<file path="src/include/mbxf_defs.vh">
// constants for the mailbox service-frame framer
`ifndef MBXF_DEFS_VH
`define MBXF_DEFS_VH
// ----------------------------------------
// frame layout
// ----------------------------------------
`define MBXF_HDR_BYTES 8
`define MBXF_CMD_BYTES 2
`define MBXF_MAX_PAYLOAD 1478
`define MBXF_HDR_TYPE_BYTE 5
`define MBXF_PROTO_TYPE 4'h3
`define MBXF_LEN_LO_BYTE 0
`define MBXF_LEN_HI_BYTE 1
`define MBXF_SEQ_LSB 0
`define MBXF_SEQ_W 9
`define MBXF_MTYPE_LSB 12
`define MBXF_MTYPE_W 4
`define MBXF_SVC_OVERHEAD 16
`define MBXF_EXP_MAX 4
`define MBXF_SVC_FRAME_BYTES 8
// ----------------------------------------
// message types
// ----------------------------------------
`define MBXF_MT_EMCY 4'h1
`define MBXF_MT_SREQ 4'h2
`define MBXF_MT_SRSP 4'h3
`define MBXF_MT_TXPD 4'h4
`define MBXF_MT_RXPD 4'h5
`define MBXF_MT_RTXR 4'h6
`define MBXF_MT_RRXR 4'h7
`define MBXF_MT_SINFO 4'h8
// ----------------------------------------
// slave states
// ----------------------------------------
`define MBXF_ST_INIT 4'h1
`define MBXF_ST_PREOP 4'h2
`define MBXF_ST_SAFEOP 4'h4
`define MBXF_ST_OP 4'h8
`endif

</file>
<file path="src/hdl/mbxf_framer.v">
// mailbox service-frame framer: parse frames, route service bodies
//
// Contract
// - 8-byte header, type 3, 2-byte command
// - command: 9 seq, 3 reserved, 4 type
// - decode message types, 0 and 9-15 reserved
// - types 2 and 3 go to service handler
// - sequence field carries process data number
// - expedited: 8-byte frame, up to 4 bytes
// - over 4 bytes: size word, extended data
// - normal payload at most capacity minus 16
// - beyond capacity: segmented, each frame headed
// - body: control, index, subindex, data, extra
// - phases 0 and 1 are init state
// - phase 2 state accepts service channel
// - safe-op: inputs valid, outputs ignored
// - op: inputs and outputs valid, applied
// - switchover checks on state transitions instead
// - accept downward transition to any lower state
// - unsupported downward transition sets error bit
`timescale 1ns/1ps
`default_nettype none
`include "mbxf_defs.vh"
module mbxf_framer #(
  parameter MBX_SIZE = 128,
  parameter DOWN_OK = 1,
  parameter FIFO_DEPTH = 16
) (
  input wire sys_clk,
  input wire resetn,
  // byte stream from the network master
  input wire [7:0] rx_data,
  input wire rx_valid,
  input wire rx_last,
  output reg rx_ready_r,
  // service body stream to the handler
  output reg [7:0] svc_data_r,
  output reg svc_valid_r,
  output reg svc_last_r,
  input wire svc_ready,
  // frame result and service fields
  output reg svc_start_r,
  output reg [2:0] svc_mode_r,
  output reg [7:0] svc_ctrl_r,
  output reg [15:0] svc_index_r,
  output reg [7:0] svc_subidx_r,
  output reg [31:0] svc_size_r,
  output reg [3:0] msg_type_r,
  output reg [8:0] msg_seq_r,
  output reg frame_ok_r,
  output reg frame_drop_r,
  // state requests and the state view
  input wire [3:0] req_state,
  input wire req_valid,
  input wire check_ok,
  output reg [3:0] al_state_r,
  output reg al_err_r,
  output reg [2:0] phase_r,
  output reg cyc_run_r,
  output reg in_valid_r,
  output reg out_apply_r
);
  // parser phases
  localparam P_HDR = 2'h0;
  localparam P_CMD = 2'h1;
  localparam P_BODY = 2'h2;
  localparam P_DROP = 2'h3;
  // limits kept at 16 bits, cut on purpose from the integer parameter
  localparam CAP_I = MBX_SIZE;
  localparam NORM_I = MBX_SIZE - `MBXF_SVC_OVERHEAD;
  localparam [15:0] CAP = CAP_I[15:0];
  localparam [15:0] NORMAL_MAX = NORM_I[15:0];
  // transfer modes, one-hot
  localparam [2:0] M_EXP = 3'h1;
  localparam [2:0] M_NORM = 3'h2;
  localparam [2:0] M_SEG = 3'h4;
  // parser registers
  reg [1:0] ph_r;
  reg [15:0] bcnt_r;
  reg [15:0] mlen_r;
  reg [7:0] cmd_lo_r;
  reg [3:0] htype_r;
  reg svc_r;
  reg [31:0] size_r;
  // state machine view and fifo hookup
  wire [3:0] st_w;
  wire err_w;
  wire [2:0] phs_w;
  wire [8:0] f_in;
  wire f_in_ready;
  wire [8:0] f_out;
  wire f_out_valid;
  wire f_out_ready;
  wire take;
  wire reserved_type;
  wire [3:0] mt_w;
  wire mbx_on;
  wire f_in_valid;
  wire [31:0] size_w;
  // ----------------------------------------
  // slave state machine
  // ----------------------------------------
  mbxf_state #(
    .DOWN_OK(DOWN_OK)
  ) u_state (
    .sys_clk(sys_clk),
    .resetn(resetn),
    .req_state(req_state),
    .req_valid(req_valid),
    .check_ok(check_ok),
    .state_r(st_w),
    .al_err_r(err_w),
    .phase_r(phs_w)
  );
  // ----------------------------------------
  // service data fifo
  // ----------------------------------------
  // body bytes wait here while the handler stalls
  mbxf_fifo #(
    .W(9),
    .DEPTH(FIFO_DEPTH),
    .AW(4)
  ) u_fifo (
    .sys_clk(sys_clk),
    .resetn(resetn),
    .in_data(f_in),
    .in_valid(f_in_valid),
    .in_ready(f_in_ready),
    .out_data(f_out),
    .out_valid(f_out_valid),
    .out_ready(f_out_ready)
  );
  assign f_in = {rx_last, rx_data};
  // a byte moves on when the stage is empty or the handler takes it
  assign f_out_ready = !svc_valid_r || svc_ready;
  // body bytes of service frames enter the fifo from byte 10 on
  assign f_in_valid = take && (ph_r == P_BODY) && svc_r && (bcnt_r >= 16'h000a);
  // size word with a top byte taken in this very cycle, so a frame that
  // ends on byte 17 does not report a stale upper size byte
  assign size_w = (take && ph_r == P_BODY && bcnt_r == 16'h0011) ?
    {rx_data, size_r[23:0]} : size_r;
  // mailbox accepted from pre-op upward
  assign mbx_on = (st_w != `MBXF_ST_INIT);
  assign take = rx_valid && rx_ready_r;
  assign mt_w = rx_data[`MBXF_MTYPE_LSB-8 +: `MBXF_MTYPE_W];
  assign reserved_type = (mt_w == 4'h0) || (mt_w > `MBXF_MT_SINFO);
  // ----------------------------------------
  // receive parser
  // ----------------------------------------
  // byte map of a frame as counted by bcnt_r:
  //   0-1 length of command word plus body, little endian
  //   5 low nibble is the protocol type of the header
  //   8-9 command word: sequence low byte, then bit 0 = sequence bit 8
  //       and bits 7:4 = message type
  //   10 service control, 11-12 object index, 13 sub-index
  //   14-17 data bytes, or the total size for a normal transfer
  //   18 on: optional data bytes, then extended data
  // the header is judged on its last byte, the command word on its
  // second, so a refused frame is drained and flagged at its end
  always @(posedge sys_clk) begin
    if (!resetn) begin
      ph_r <= P_HDR;
      bcnt_r <= 16'h0000;
      mlen_r <= 16'h0000;
      cmd_lo_r <= 8'h00;
      htype_r <= 4'h0;
      svc_r <= 1'b0;
      size_r <= 32'h00000000;
      rx_ready_r <= 1'b0;
      msg_type_r <= 4'h0;
      msg_seq_r <= 9'h000;
      frame_ok_r <= 1'b0;
      frame_drop_r <= 1'b0;
      svc_start_r <= 1'b0;
      svc_mode_r <= 3'h0;
      svc_ctrl_r <= 8'h00;
      svc_index_r <= 16'h0000;
      svc_subidx_r <= 8'h00;
      svc_size_r <= 32'h00000000;
    end else begin
      // ready is a flop and lags the fifo full flag by a cycle; pausing
      // one cycle after each fifo write keeps the flag it follows current,
      // so no byte is taken into a full fifo. body bytes of service
      // frames therefore arrive at most every other cycle
      rx_ready_r <= f_in_ready && !f_in_valid;
      frame_ok_r <= 1'b0;
      frame_drop_r <= 1'b0;
      svc_start_r <= 1'b0;
      if (take) begin
        bcnt_r <= rx_last ? 16'h0000 : bcnt_r + 16'h0001;
        case (ph_r)
          P_HDR: begin
            if (bcnt_r == `MBXF_LEN_LO_BYTE) mlen_r[7:0] <= rx_data;
            if (bcnt_r == `MBXF_LEN_HI_BYTE) mlen_r[15:8] <= rx_data;
            if (bcnt_r == `MBXF_HDR_TYPE_BYTE) htype_r <= rx_data[3:0];
            // header of 8 bytes, then command word
            if (bcnt_r == `MBXF_HDR_BYTES - 1) begin
              if (htype_r != `MBXF_PROTO_TYPE || mlen_r > CAP) begin
                ph_r <= P_DROP;
              end else begin
                ph_r <= P_CMD;
              end
            end
          end
          P_CMD: begin
            if (bcnt_r == `MBXF_HDR_BYTES) begin
              cmd_lo_r <= rx_data;
            end else begin
              if (reserved_type || !mbx_on) begin
                ph_r <= P_DROP;
              end else begin
                msg_type_r <= mt_w;
                msg_seq_r <= {rx_data[0], cmd_lo_r};
                svc_r <= (mt_w == `MBXF_MT_SREQ) || (mt_w == `MBXF_MT_SRSP);
                ph_r <= P_BODY;
              end
            end
          end
          P_BODY: begin
            // control, index, subindex, four data bytes
            case (bcnt_r)
              16'h000a: svc_ctrl_r <= rx_data;
              16'h000b: svc_index_r[7:0] <= rx_data;
              16'h000c: svc_index_r[15:8] <= rx_data;
              16'h000d: svc_subidx_r <= rx_data;
              16'h000e: size_r[7:0] <= rx_data;
              16'h000f: size_r[15:8] <= rx_data;
              16'h0010: size_r[23:16] <= rx_data;
              16'h0011: size_r[31:24] <= rx_data;
              default: size_r <= size_r;
            endcase
          end
          // drop phase: read out to the last byte, keep nothing
          default: begin
            ph_r <= P_DROP;
          end
        endcase
        // end of frame: report it and rearm the parser for a header
        if (rx_last) begin
          ph_r <= P_HDR;
          if (ph_r == P_BODY) begin
            frame_ok_r <= 1'b1;
            svc_start_r <= svc_r;
            svc_size_r <= size_w;
            // classify transfer by length
            // expedited when the body is the bare 8-byte service frame,
            // normal while the size fits the mailbox less its overhead
            if (mlen_r <= `MBXF_CMD_BYTES + `MBXF_SVC_FRAME_BYTES) begin
              svc_mode_r <= M_EXP;
            end else if (size_w <= {16'h0000, NORMAL_MAX}) begin
              svc_mode_r <= M_NORM;
            end else begin
              svc_mode_r <= M_SEG;
            end
          end else begin
            frame_drop_r <= 1'b1;
          end
        end
      end
    end
  end
  // ----------------------------------------
  // service stream output stage
  // ----------------------------------------
  // one register stage so the stream leaves straight from flops
  always @(posedge sys_clk) begin
    if (!resetn) begin
      svc_data_r <= 8'h00;
      svc_valid_r <= 1'b0;
      svc_last_r <= 1'b0;
    end else if (f_out_ready) begin
      svc_valid_r <= f_out_valid;
      svc_data_r <= f_out[7:0];
      svc_last_r <= f_out[8];
    end
  end
  // ----------------------------------------
  // state outputs and cyclic data qualifiers
  // ----------------------------------------
  // every output here is one flop behind the state machine, and its
  // phase view is decoded without a flop, so state, phase and the
  // cyclic qualifiers all change on the same edge
  always @(posedge sys_clk) begin
    if (!resetn) begin
      al_state_r <= `MBXF_ST_INIT;
      al_err_r <= 1'b0;
      phase_r <= 3'h0;
      cyc_run_r <= 1'b0;
      in_valid_r <= 1'b0;
      out_apply_r <= 1'b0;
    end else begin
      al_state_r <= st_w;
      al_err_r <= err_w;
      phase_r <= phs_w;
      cyc_run_r <= (st_w == `MBXF_ST_SAFEOP) || (st_w == `MBXF_ST_OP);
      in_valid_r <= (st_w == `MBXF_ST_SAFEOP) || (st_w == `MBXF_ST_OP);
      out_apply_r <= (st_w == `MBXF_ST_OP);
    end
  end
endmodule
`default_nettype wire

</file>
<file path="src/hdl/mbxf_fifo.v">
// parameterised valid/ready fifo for mailbox bytes
`timescale 1ns/1ps
`default_nettype none
module mbxf_fifo #(
  parameter W = 9,
  parameter DEPTH = 16,
  parameter AW = 4
) (
  input wire sys_clk,
  input wire resetn,
  input wire [W-1:0] in_data,
  input wire in_valid,
  output wire in_ready,
  output wire [W-1:0] out_data,
  output wire out_valid,
  input wire out_ready
);
  reg [W-1:0] mem_r [0:DEPTH-1];
  reg [AW-1:0] wp_r;
  reg [AW-1:0] rp_r;
  reg [AW:0] cnt_r;
  wire do_wr;
  wire do_rd;
  // ----------------------------------------
  // storage and pointers
  // ----------------------------------------
  assign in_ready = (cnt_r != DEPTH[AW:0]);
  assign out_valid = (cnt_r != {(AW+1){1'b0}});
  assign out_data = mem_r[rp_r];
  assign do_wr = in_valid && in_ready;
  assign do_rd = out_valid && out_ready;
  // write side
  always @(posedge sys_clk) begin
    if (do_wr) begin
      mem_r[wp_r] <= in_data;
    end
  end
  // pointer and count update
  always @(posedge sys_clk) begin
    if (!resetn) begin
      wp_r <= {AW{1'b0}};
      rp_r <= {AW{1'b0}};
      cnt_r <= {(AW+1){1'b0}};
    end else begin
      if (do_wr) begin
        wp_r <= (wp_r == DEPTH[AW-1:0] - 1'b1) ? {AW{1'b0}} : wp_r + 1'b1;
      end
      if (do_rd) begin
        rp_r <= (rp_r == DEPTH[AW-1:0] - 1'b1) ? {AW{1'b0}} : rp_r + 1'b1;
      end
      if (do_wr && !do_rd) begin
        cnt_r <= cnt_r + 1'b1;
      end else if (do_rd && !do_wr) begin
        cnt_r <= cnt_r - 1'b1;
      end
    end
  end
endmodule
`default_nettype wire

</file>
<file path="src/hdl/mbxf_state.v">
// slave state machine with servo phase mapping
`timescale 1ns/1ps
`default_nettype none
`include "mbxf_defs.vh"
module mbxf_state #(
  parameter DOWN_OK = 1
) (
  input wire sys_clk,
  input wire resetn,
  input wire [3:0] req_state,
  input wire req_valid,
  input wire check_ok,
  output reg [3:0] state_r,
  output reg al_err_r,
  output reg [2:0] phase_r
);
  localparam S_INIT = `MBXF_ST_INIT;
  localparam S_PREOP = `MBXF_ST_PREOP;
  localparam S_SAFEOP = `MBXF_ST_SAFEOP;
  localparam S_OP = `MBXF_ST_OP;
  wire down;
  wire up_one;
  assign down = (req_state < state_r);
  assign up_one = (req_state == {state_r[2:0], 1'b0});
  // ----------------------------------------
  // state transitions
  // ----------------------------------------
  always @(posedge sys_clk) begin
    if (!resetn) begin
      state_r <= S_INIT;
      al_err_r <= 1'b0;
    end else if (req_valid) begin
      case (req_state)
        S_INIT, S_PREOP, S_SAFEOP, S_OP: begin
          if (down) begin
            if (DOWN_OK != 0 || req_state == S_INIT) begin
              state_r <= req_state;
              al_err_r <= 1'b0;
            end else begin
              al_err_r <= 1'b1;
            end
          end else if (up_one) begin
            // switchover checks run on preop->safeop and safeop->op
            if ((req_state == S_SAFEOP || req_state == S_OP) && !check_ok) begin
              al_err_r <= 1'b1;
            end else begin
              state_r <= req_state;
              al_err_r <= 1'b0;
            end
          end else if (req_state != state_r) begin
            al_err_r <= 1'b1;
          end
        end
        default: begin
          al_err_r <= 1'b1;
        end
      endcase
    end
  end
  // legacy phase view: phases 0/1 fold into init
  // decoded without a flop so the phase moves on the same edge as the state
  always @* begin
    case (state_r)
      S_PREOP: phase_r = 3'h2;
      S_SAFEOP: phase_r = 3'h3;
      S_OP: phase_r = 3'h4;
      default: phase_r = 3'h0;
    endcase
  end
endmodule
`default_nettype wire

</file>
<file path="config.mk">
export PLATFORM = sky130hd
export DESIGN_NAME = mbxf_framer
export DESIGN_NICKNAME = d
export VERILOG_FILES = /design/src/hdl/mbxf_framer.v /design/src/hdl/mbxf_fifo.v /design/src/hdl/mbxf_state.v
export VERILOG_INCLUDE_DIRS = /design/src /design/src/include
export SDC_FILE = /design/constraint.sdc
export NUM_CORES = 1
export LEC_CHECK = 0
export BUFFER_PORTS_ARGS = -buffer_cell sky130_fd_sc_hd__buf_2
export CELL_PAD_IN_SITES_DETAIL_PLACEMENT = 0
export CELL_PAD_IN_SITES_GLOBAL_PLACEMENT = 2
export CORE_MARGIN = 4
export CORE_UTILIZATION = 43
export DETAILED_ROUTE_END_ITERATION = 10
export HOLD_SLACK_MARGIN = 0.08
export PLACE_DENSITY = 0.81
export SETUP_SLACK_MARGIN = 0.5
export SYNTH_ARGS = -nofsm -noshare
export SYNTH_HDL_FRONTEND = slang
export SYNTH_SLANG_ARGS = --single-unit
</file>
<file path="constraint.sdc">
create_clock -name sys_clk -period 5.51 [get_ports sys_clk]
set_input_delay 1.102 -clock sys_clk [delete_from_list [all_inputs] [get_ports sys_clk]]
set_output_delay 1.102 -clock sys_clk [all_outputs]
set_load 0.02 [all_outputs]
</file>
Word-level counts from Yosys, hierarchy flattened
Memories as Yosys holds them, arrays and structs flattened. A register that Yosys moved wholly into a read port is not among the register bits. Index checks and enable logic that the tools add are counted.

Add/subtract/negate cells: 5. Order comparisons: 6. Equal/unequal tests: 35. Multiplexer cells: 27. Bitwise operators: 2. Reduce and logical (&&, ||, !) cells: 51.

Operators by type and width (count): == test 16 x 4 -> 1 bit, second input constant (7); AND reduction 3 bit (14); == test 16 x 3 -> 1 bit, second input constant (2); == test 16 x 5 -> 1 bit, second input constant (2); less-or-equal comparator 32 x 7 -> 1 bit, second input constant (1); two-way mux 32 bit (1); two-way mux 4 bit (5); adder 16 x 1 -> 16 bit, second input constant (1); == test 16 x 1 -> 1 bit, second input constant (1); == test 4 x 2 -> 1 bit, second input constant (4); == test 4 bit, second input constant (4); greater-or-equal comparator 16 x 4 -> 1 bit, second input constant (1); greater-than comparator 16 x 8 -> 1 bit, second input constant (1); less-or-equal comparator 16 x 4 -> 1 bit, second input constant (1); logical NOT 16 bit (1); two-way mux 16 bit (1); AND reduction 4 bit (4); logical AND 1 bit (11); two-way mux 1 bit (10); two-way mux 5 bit (2); one-hot mux 3 bit (3 select lines) (1); adder 4 x 1 -> 4 bit, second input constant (2); == test 4 x 3 -> 1 bit, second input constant (2); two-way mux 2 bit (4); other kinds (26) (43).

Register bits: 192. Memory bits (writable): 144. Input bits: 19. Output and inout port bits: 105. Word-level logic and storage cells: 161. Memories kept: 1.

Memories: u_fifo.mem_r (words 16, bits a word 9, rd ports 1, clocked after memory_dff 1, write ports 1, RTL line mbxf_fifo.v:18) `reg [W-1:0] mem_r [0:DEPTH-1];`.

Longest topological paths before layout
Depth after elaboration: 9. Mapped depth: 15. Gate-level depth less buffers: 13.

Cells and area by module
From an unflattened synthesis, not the netlist that was laid out.

Cells, all modules: 1187. Area total of the unflattened synthesis: 13912.1 sq um.

Modules (own cells, without submodules): mbxf_framer (times used 1, cells each 796, area each 7048.0 sq um, seq. area each 3663.5 sq um); mbxf_fifo (times used 1, cells each 335, area each 6376.1 sq um, seq. area each 4664.5 sq um); mbxf_state (times used 1, cells each 56, area each 488.0 sq um, seq. area each 100.1 sq um).

Worst setup path after synthesis
No wires, ideal clock.

Path kind: register -> register. Start: reg bcnt_r[5]. End: reg u_fifo.cnt_r[4]. Library setup time: 72 ps. Arrival: 3380 ps. Data required time: 5438 ps. Slack: 2058 ps. Cell stages (with the launch flop): 14. Buffers on the path: 2. Period minus slack after synthesis: 3452 ps. Cells stage by stage: dfxtp_1 > or4_4 > or4_4 > and4_1 > buf_6 > buf_8 > ha_1 > inv_1 > ha_1 > nor2b_1 > o21a_1 > or3_1 > a21oi_1 > mux2i_1.

Word-level cells in the longest chain between the ends: 6. Elaborated cells between the ends (all ways): 8. Classes of those cells: 1 x order compare; 1 x mux; 6 x reduce/logical.

Ends and longest elaborated chain: start, declared (RTL line mbxf_framer.v:79) `reg [15:0] bcnt_r;`; start signal, assigned (RTL line mbxf_framer.v:190) `bcnt_r <= rx_last ? 16'h0000 : bcnt_r + 16'h0001;`; greater-or-equal comparator 16 x 4 -> 1 bit * (RTL line mbxf_framer.v:137) `assign f_in_valid = take && (ph_r == P_BODY) && svc_r && (bcnt_r >= 16'h000a);`; logical AND 1 bit * (RTL line mbxf_framer.v:137); logical AND 1 bit * (RTL line mbxf_fifo.v:30) `assign do_wr = in_valid && in_ready;`; net u_fifo.do_wr (RTL line mbxf_fifo.v:22) `wire do_wr;`; logical NOT 1 bit (RTL line mbxf_fifo.v:53) `end else if (do_rd && !do_wr) begin`; logical AND 1 bit (RTL line mbxf_fifo.v:53); nonzero test 2 bit (no line); end signal, assigned (RTL line mbxf_fifo.v:43) `cnt_r <= {(AW+1){1'b0}};`; end signal, assigned (RTL line mbxf_fifo.v:52) `cnt_r <= cnt_r + 1'b1;`; end signal, assigned (RTL line mbxf_fifo.v:54) `cnt_r <= cnt_r - 1'b1;`; end, declared (RTL line mbxf_fifo.v:21) `reg [AW:0] cnt_r;`.

The timed path passes the listed nets; every way through them passes the cells marked *. A chain may end at the register's enable or synchronous reset.

Worst setup path in the final report
Start: reg bcnt_r[0]. End: reg u_fifo.cnt_r[4].

Word-level cells in the longest chain between the ends: 6. Elaborated cells between the ends (all ways): 8. Classes of those cells: 1 x order compare; 1 x mux; 6 x reduce/logical.

Ends and longest elaborated chain (RTL line): greater-or-equal comparator 16 x 4 -> 1 bit * (mbxf_framer.v:137); logical AND 1 bit * (mbxf_framer.v:137); logical AND 1 bit * (mbxf_fifo.v:30); logical NOT 1 bit (mbxf_fifo.v:53); logical AND 1 bit (mbxf_fifo.v:53); nonzero test 2 bit (no line).

Mark *: on every way between the ends. The rest lies on a longest branch, timed or not.

==> impl_metrics.env <==
export IMPL_synth_area_leaders="edfxtp_1, dfxtp_1, mux4_2"
export IMPL_seq_area_frac_synth_pct=60.78
export IMPL_cpPeakStageDelay_ns=0.47
export IMPL_final_seq_area_mm2=0.008349
export IMPL_antenna_cells=0
export IMPL_ys_types=65
export IMPL_crit_start="bcnt_r[0]"
export IMPL_arrival_ns=4.17
export IMPL_r2r_end="u_fifo.cnt_r[4]"
export IMPL_synth_nets=1203
export IMPL_grt_max_degree=68
export IMPL_cp_slowest_cell="or4_4"
export IMPL_power_density_mw_per_mm2=333.4
export IMPL_fin_ws_ns=1.802
export IMPL_drive_gt1_share_pct=20.20
export IMPL_final_setup_viol_count=0
export IMPL_vias=9169
export IMPL_synth_compound_area_share_pct=8.144
export IMPL_antenna_found_initial=3
export IMPL_cap_viol_max_count=0
export IMPL_post_cts_resized=0
export IMPL_p_leak_nw=5.930
export IMPL_drc_errors=0
export IMPL_netlist_area_leader_share_pct=31.48
export IMPL_num_rows=65
export IMPL_path_class="flop to flop"
export IMPL_detail_route_antenna_nets=0
export IMPL_ctsRootBufferMaster="clkbuf_16"
export IMPL_postCtsHoldBufs=0
export IMPL_dpl_worst_slack_ns=1.612
export IMPL_cts_sinks=345
export IMPL_maxSlewHeadroom_pct=24.74
export IMPL_final_cell_mix="dfxtp_1, nand2_1, edfxtp_1"
export IMPL_synth_warnings=0
export IMPL_end_kind="flop"
export IMPL_reg2reg_depth=13
export IMPL_grt_first_pass_wirelength_um=53300
export IMPL_drv_slew=0
export IMPL_fmax_mhz=269.7
export IMPL_drt_iter0_markers=652
export IMPL_holdCritPathClass="flop to flop"
export IMPL_fp_dieArea_mm2=0.03486
export IMPL_crit_family="simple AND/OR/NAND/NOR gates"
export IMPL_final_common_cell="dfxtp_1"
export IMPL_numCtsBuffers=38
export IMPL_die_h_um=186.7
export IMPL_yosys_area_top_type="edfxtp_1"
export IMPL_cts_max_level=2
export IMPL_status="complete, no violations"
export IMPL_start_util_pct=43.52
export IMPL_synth_top_family_by_area="simple AND/OR/NAND/NOR gates"
export IMPL_skew_ns=0.01288
export IMPL_core_area_mm2=0.03156
export IMPL_grtUsageTotal_pct=19.11
export IMPL_min_from="svc_size_r[21]"
export IMPL_dieWidth_um=186.7
export IMPL_grt_pass1_vias=9126
export IMPL_fin_tns_setup_ns=0
export IMPL_syn_area_mm2=0.01373
export IMPL_period_share_pct=67.29
export IMPL_clock_path_buffers=3
export IMPL_path_cells="inv_1, ha_1, o31a_2, or4_4, and4_1, ha_1, inv_1, ha_1, nor2b_1, o21a_1, or3_1, a21oi_1, mux2i_1"
export IMPL_worst_ep_required_time_ns=5.97
export IMPL_synth_edf_count=144
export IMPL_syn_mean_instance_area_um2=11.79
export IMPL_clk_latency_ns=0.52
export IMPL_finalHoldViolCount=0
export IMPL_endpoint="u_fifo.cnt_r[4]"
export IMPL_power_w=0.005268
export IMPL_synth_main_ff_cell="dfxtp_1"
export IMPL_cp_start_kind="flop"
export IMPL_syn_to_final_growth_pct=15.03
export IMPL_worst_r2r_setup_slack_ns=1.80
export IMPL_crit_buf_inv=2
export IMPL_multi_input_area_mm2=0.004956
export IMPL_synthMuxAreaShare_pct=9.775
export IMPL_finalWirelength_um=33530
export IMPL_crit_top_cell="ha_1"
export IMPL_cts_reportedPaths_clkPinSlew_ns=0.06
export IMPL_dp_hpwl_um=21490
export IMPL_cts_tree="yes"
export IMPL_fin_crit_ns=3.708
export IMPL_layout_nets=1301
export IMPL_synth_xor_area_share_pct=1.530
export IMPL_async_flop_share_pct=0
export IMPL_critPathMaxFanout=18
export IMPL_viasPerCell=5.413
export IMPL_netlist_instances=1165
export IMPL_synthAdderAreaFrac_pct=1.786
export IMPL_reg2reg_from="bcnt_r[0]"
export IMPL_grt_overflow_total=0
export IMPL_tightest_slew_ns=1.126
export IMPL_n_fill_cell=2863
export IMPL_hold_worst_slack_ns=0.4476
export IMPL_synth_simple_area_share_pct=14.83
export IMPL_ir_worst_vdd_mv=0.1890
export IMPL_ys_ff_latch=345
export IMPL_utilization_pct=50.07
export IMPL_cp_depth=13
export IMPL_firstDrtPassIters=5
export IMPL_wl_per_cell_um=19.79
export IMPL_gp_congestion=0.8003
export IMPL_portBuffers=123
export IMPL_rsz0062_at_grt="no"
export IMPL_io_pins=124
export IMPL_postCtsSetupBuffers=0
[worst register-to-register path, delay by kind of cell, from the launching register on]
kind,cells,cell delay [ns]
AND/OR/NAND/NOR,4,1.32
adder cells (fa/ha/maj),3,0.83
AO/OA/AOI/OAI,3,0.66
flip-flops,1,0.42
buffers and inverters,2,0.24
multiplexers,1,0.18
[per-stage QoR]
step	cell area, µm²	instances
2_1_floorplan	13730	1165
3_3_place_gp	14590	1625
3_5_place_dp	14590	1625
4_1_cts	15800	1694
5_1_grt	15800	1694
6_report	15800	1694
[area by class of cell]
class,instances,share of cell area [%]
inverters,21,0.4989
clock buffers,49,6.668
multi-input cells,723,31.37
repair buffers,134,4.435
flip-flops and latches,345,52.85
clock inverters,20,0.9979
well taps,402,3.184
[registers in the layout (all words and copies together) (netlist names), 9 cells and up]
register,flops
svc_size_r,32
u_fifo.mem_r,144
svc_index_r,16
bcnt_r,16
size_r,32
msg_seq_r,9
mlen_r,16
[synthesized netlist by cell type (15+ instances only)]
cell,count
dfxtp_1,201
nor2b_1,40
ha_1,18
clkbuf_1,56
nor2_1,56
edfxtp_1,144
and3_2,15
mux2i_1,52
nand2_1,170
nand3_1,50
o21ai_0,48
nor4_1,18
inv_1,21
a21oi_1,52
a21boi_0,26
mux4_2,36
[kinds of logic after synthesis]
logic type,after synthesis
mux,89
compound gates,177
simple gates,414
buf+inv,97
flops,345
fa+ha+maj,19
xor+xnor,24
[layer usage]
metal	GRT usage (%)	share of wire, %
met1	26.64	47
met5	0	0.039
met4	4.636	1.9
met2	30.86	47
met3	4.078	5.0
[report_power, final]
group          internal (W)  total, W  leakage, nW  switching [W]
sequential          0.00267   0.00268         2.92     0.00000824
clock               0.00145   0.00245        0.587        0.00100
combinational     0.0000393  0.000142         2.43       0.000103
total               0.00415   0.00527         5.93        0.00111
[how the worst min path moves through the flow]
| stage | cells after the start | endpoint | slack [ns] |
|---|---|---|---|
| 6_report | 2 | svc_size_r[21] | 0.45 |
| 5_1_grt | 2 | svc_size_r[21] | 0.47 |
| 3_3_place_gp | 2 | svc_size_r[15] | 0.44 |
| 3_5_place_dp | 2 | svc_subidx_r[3] | 0.44 |
| 4_1_cts | 2 | svc_subidx_r[3] | 0.45 |
| 2_1_floorplan | 2 | msg_seq_r[0] | 0.44 |
No activity file was read; power rests on OpenSTA's default activity.
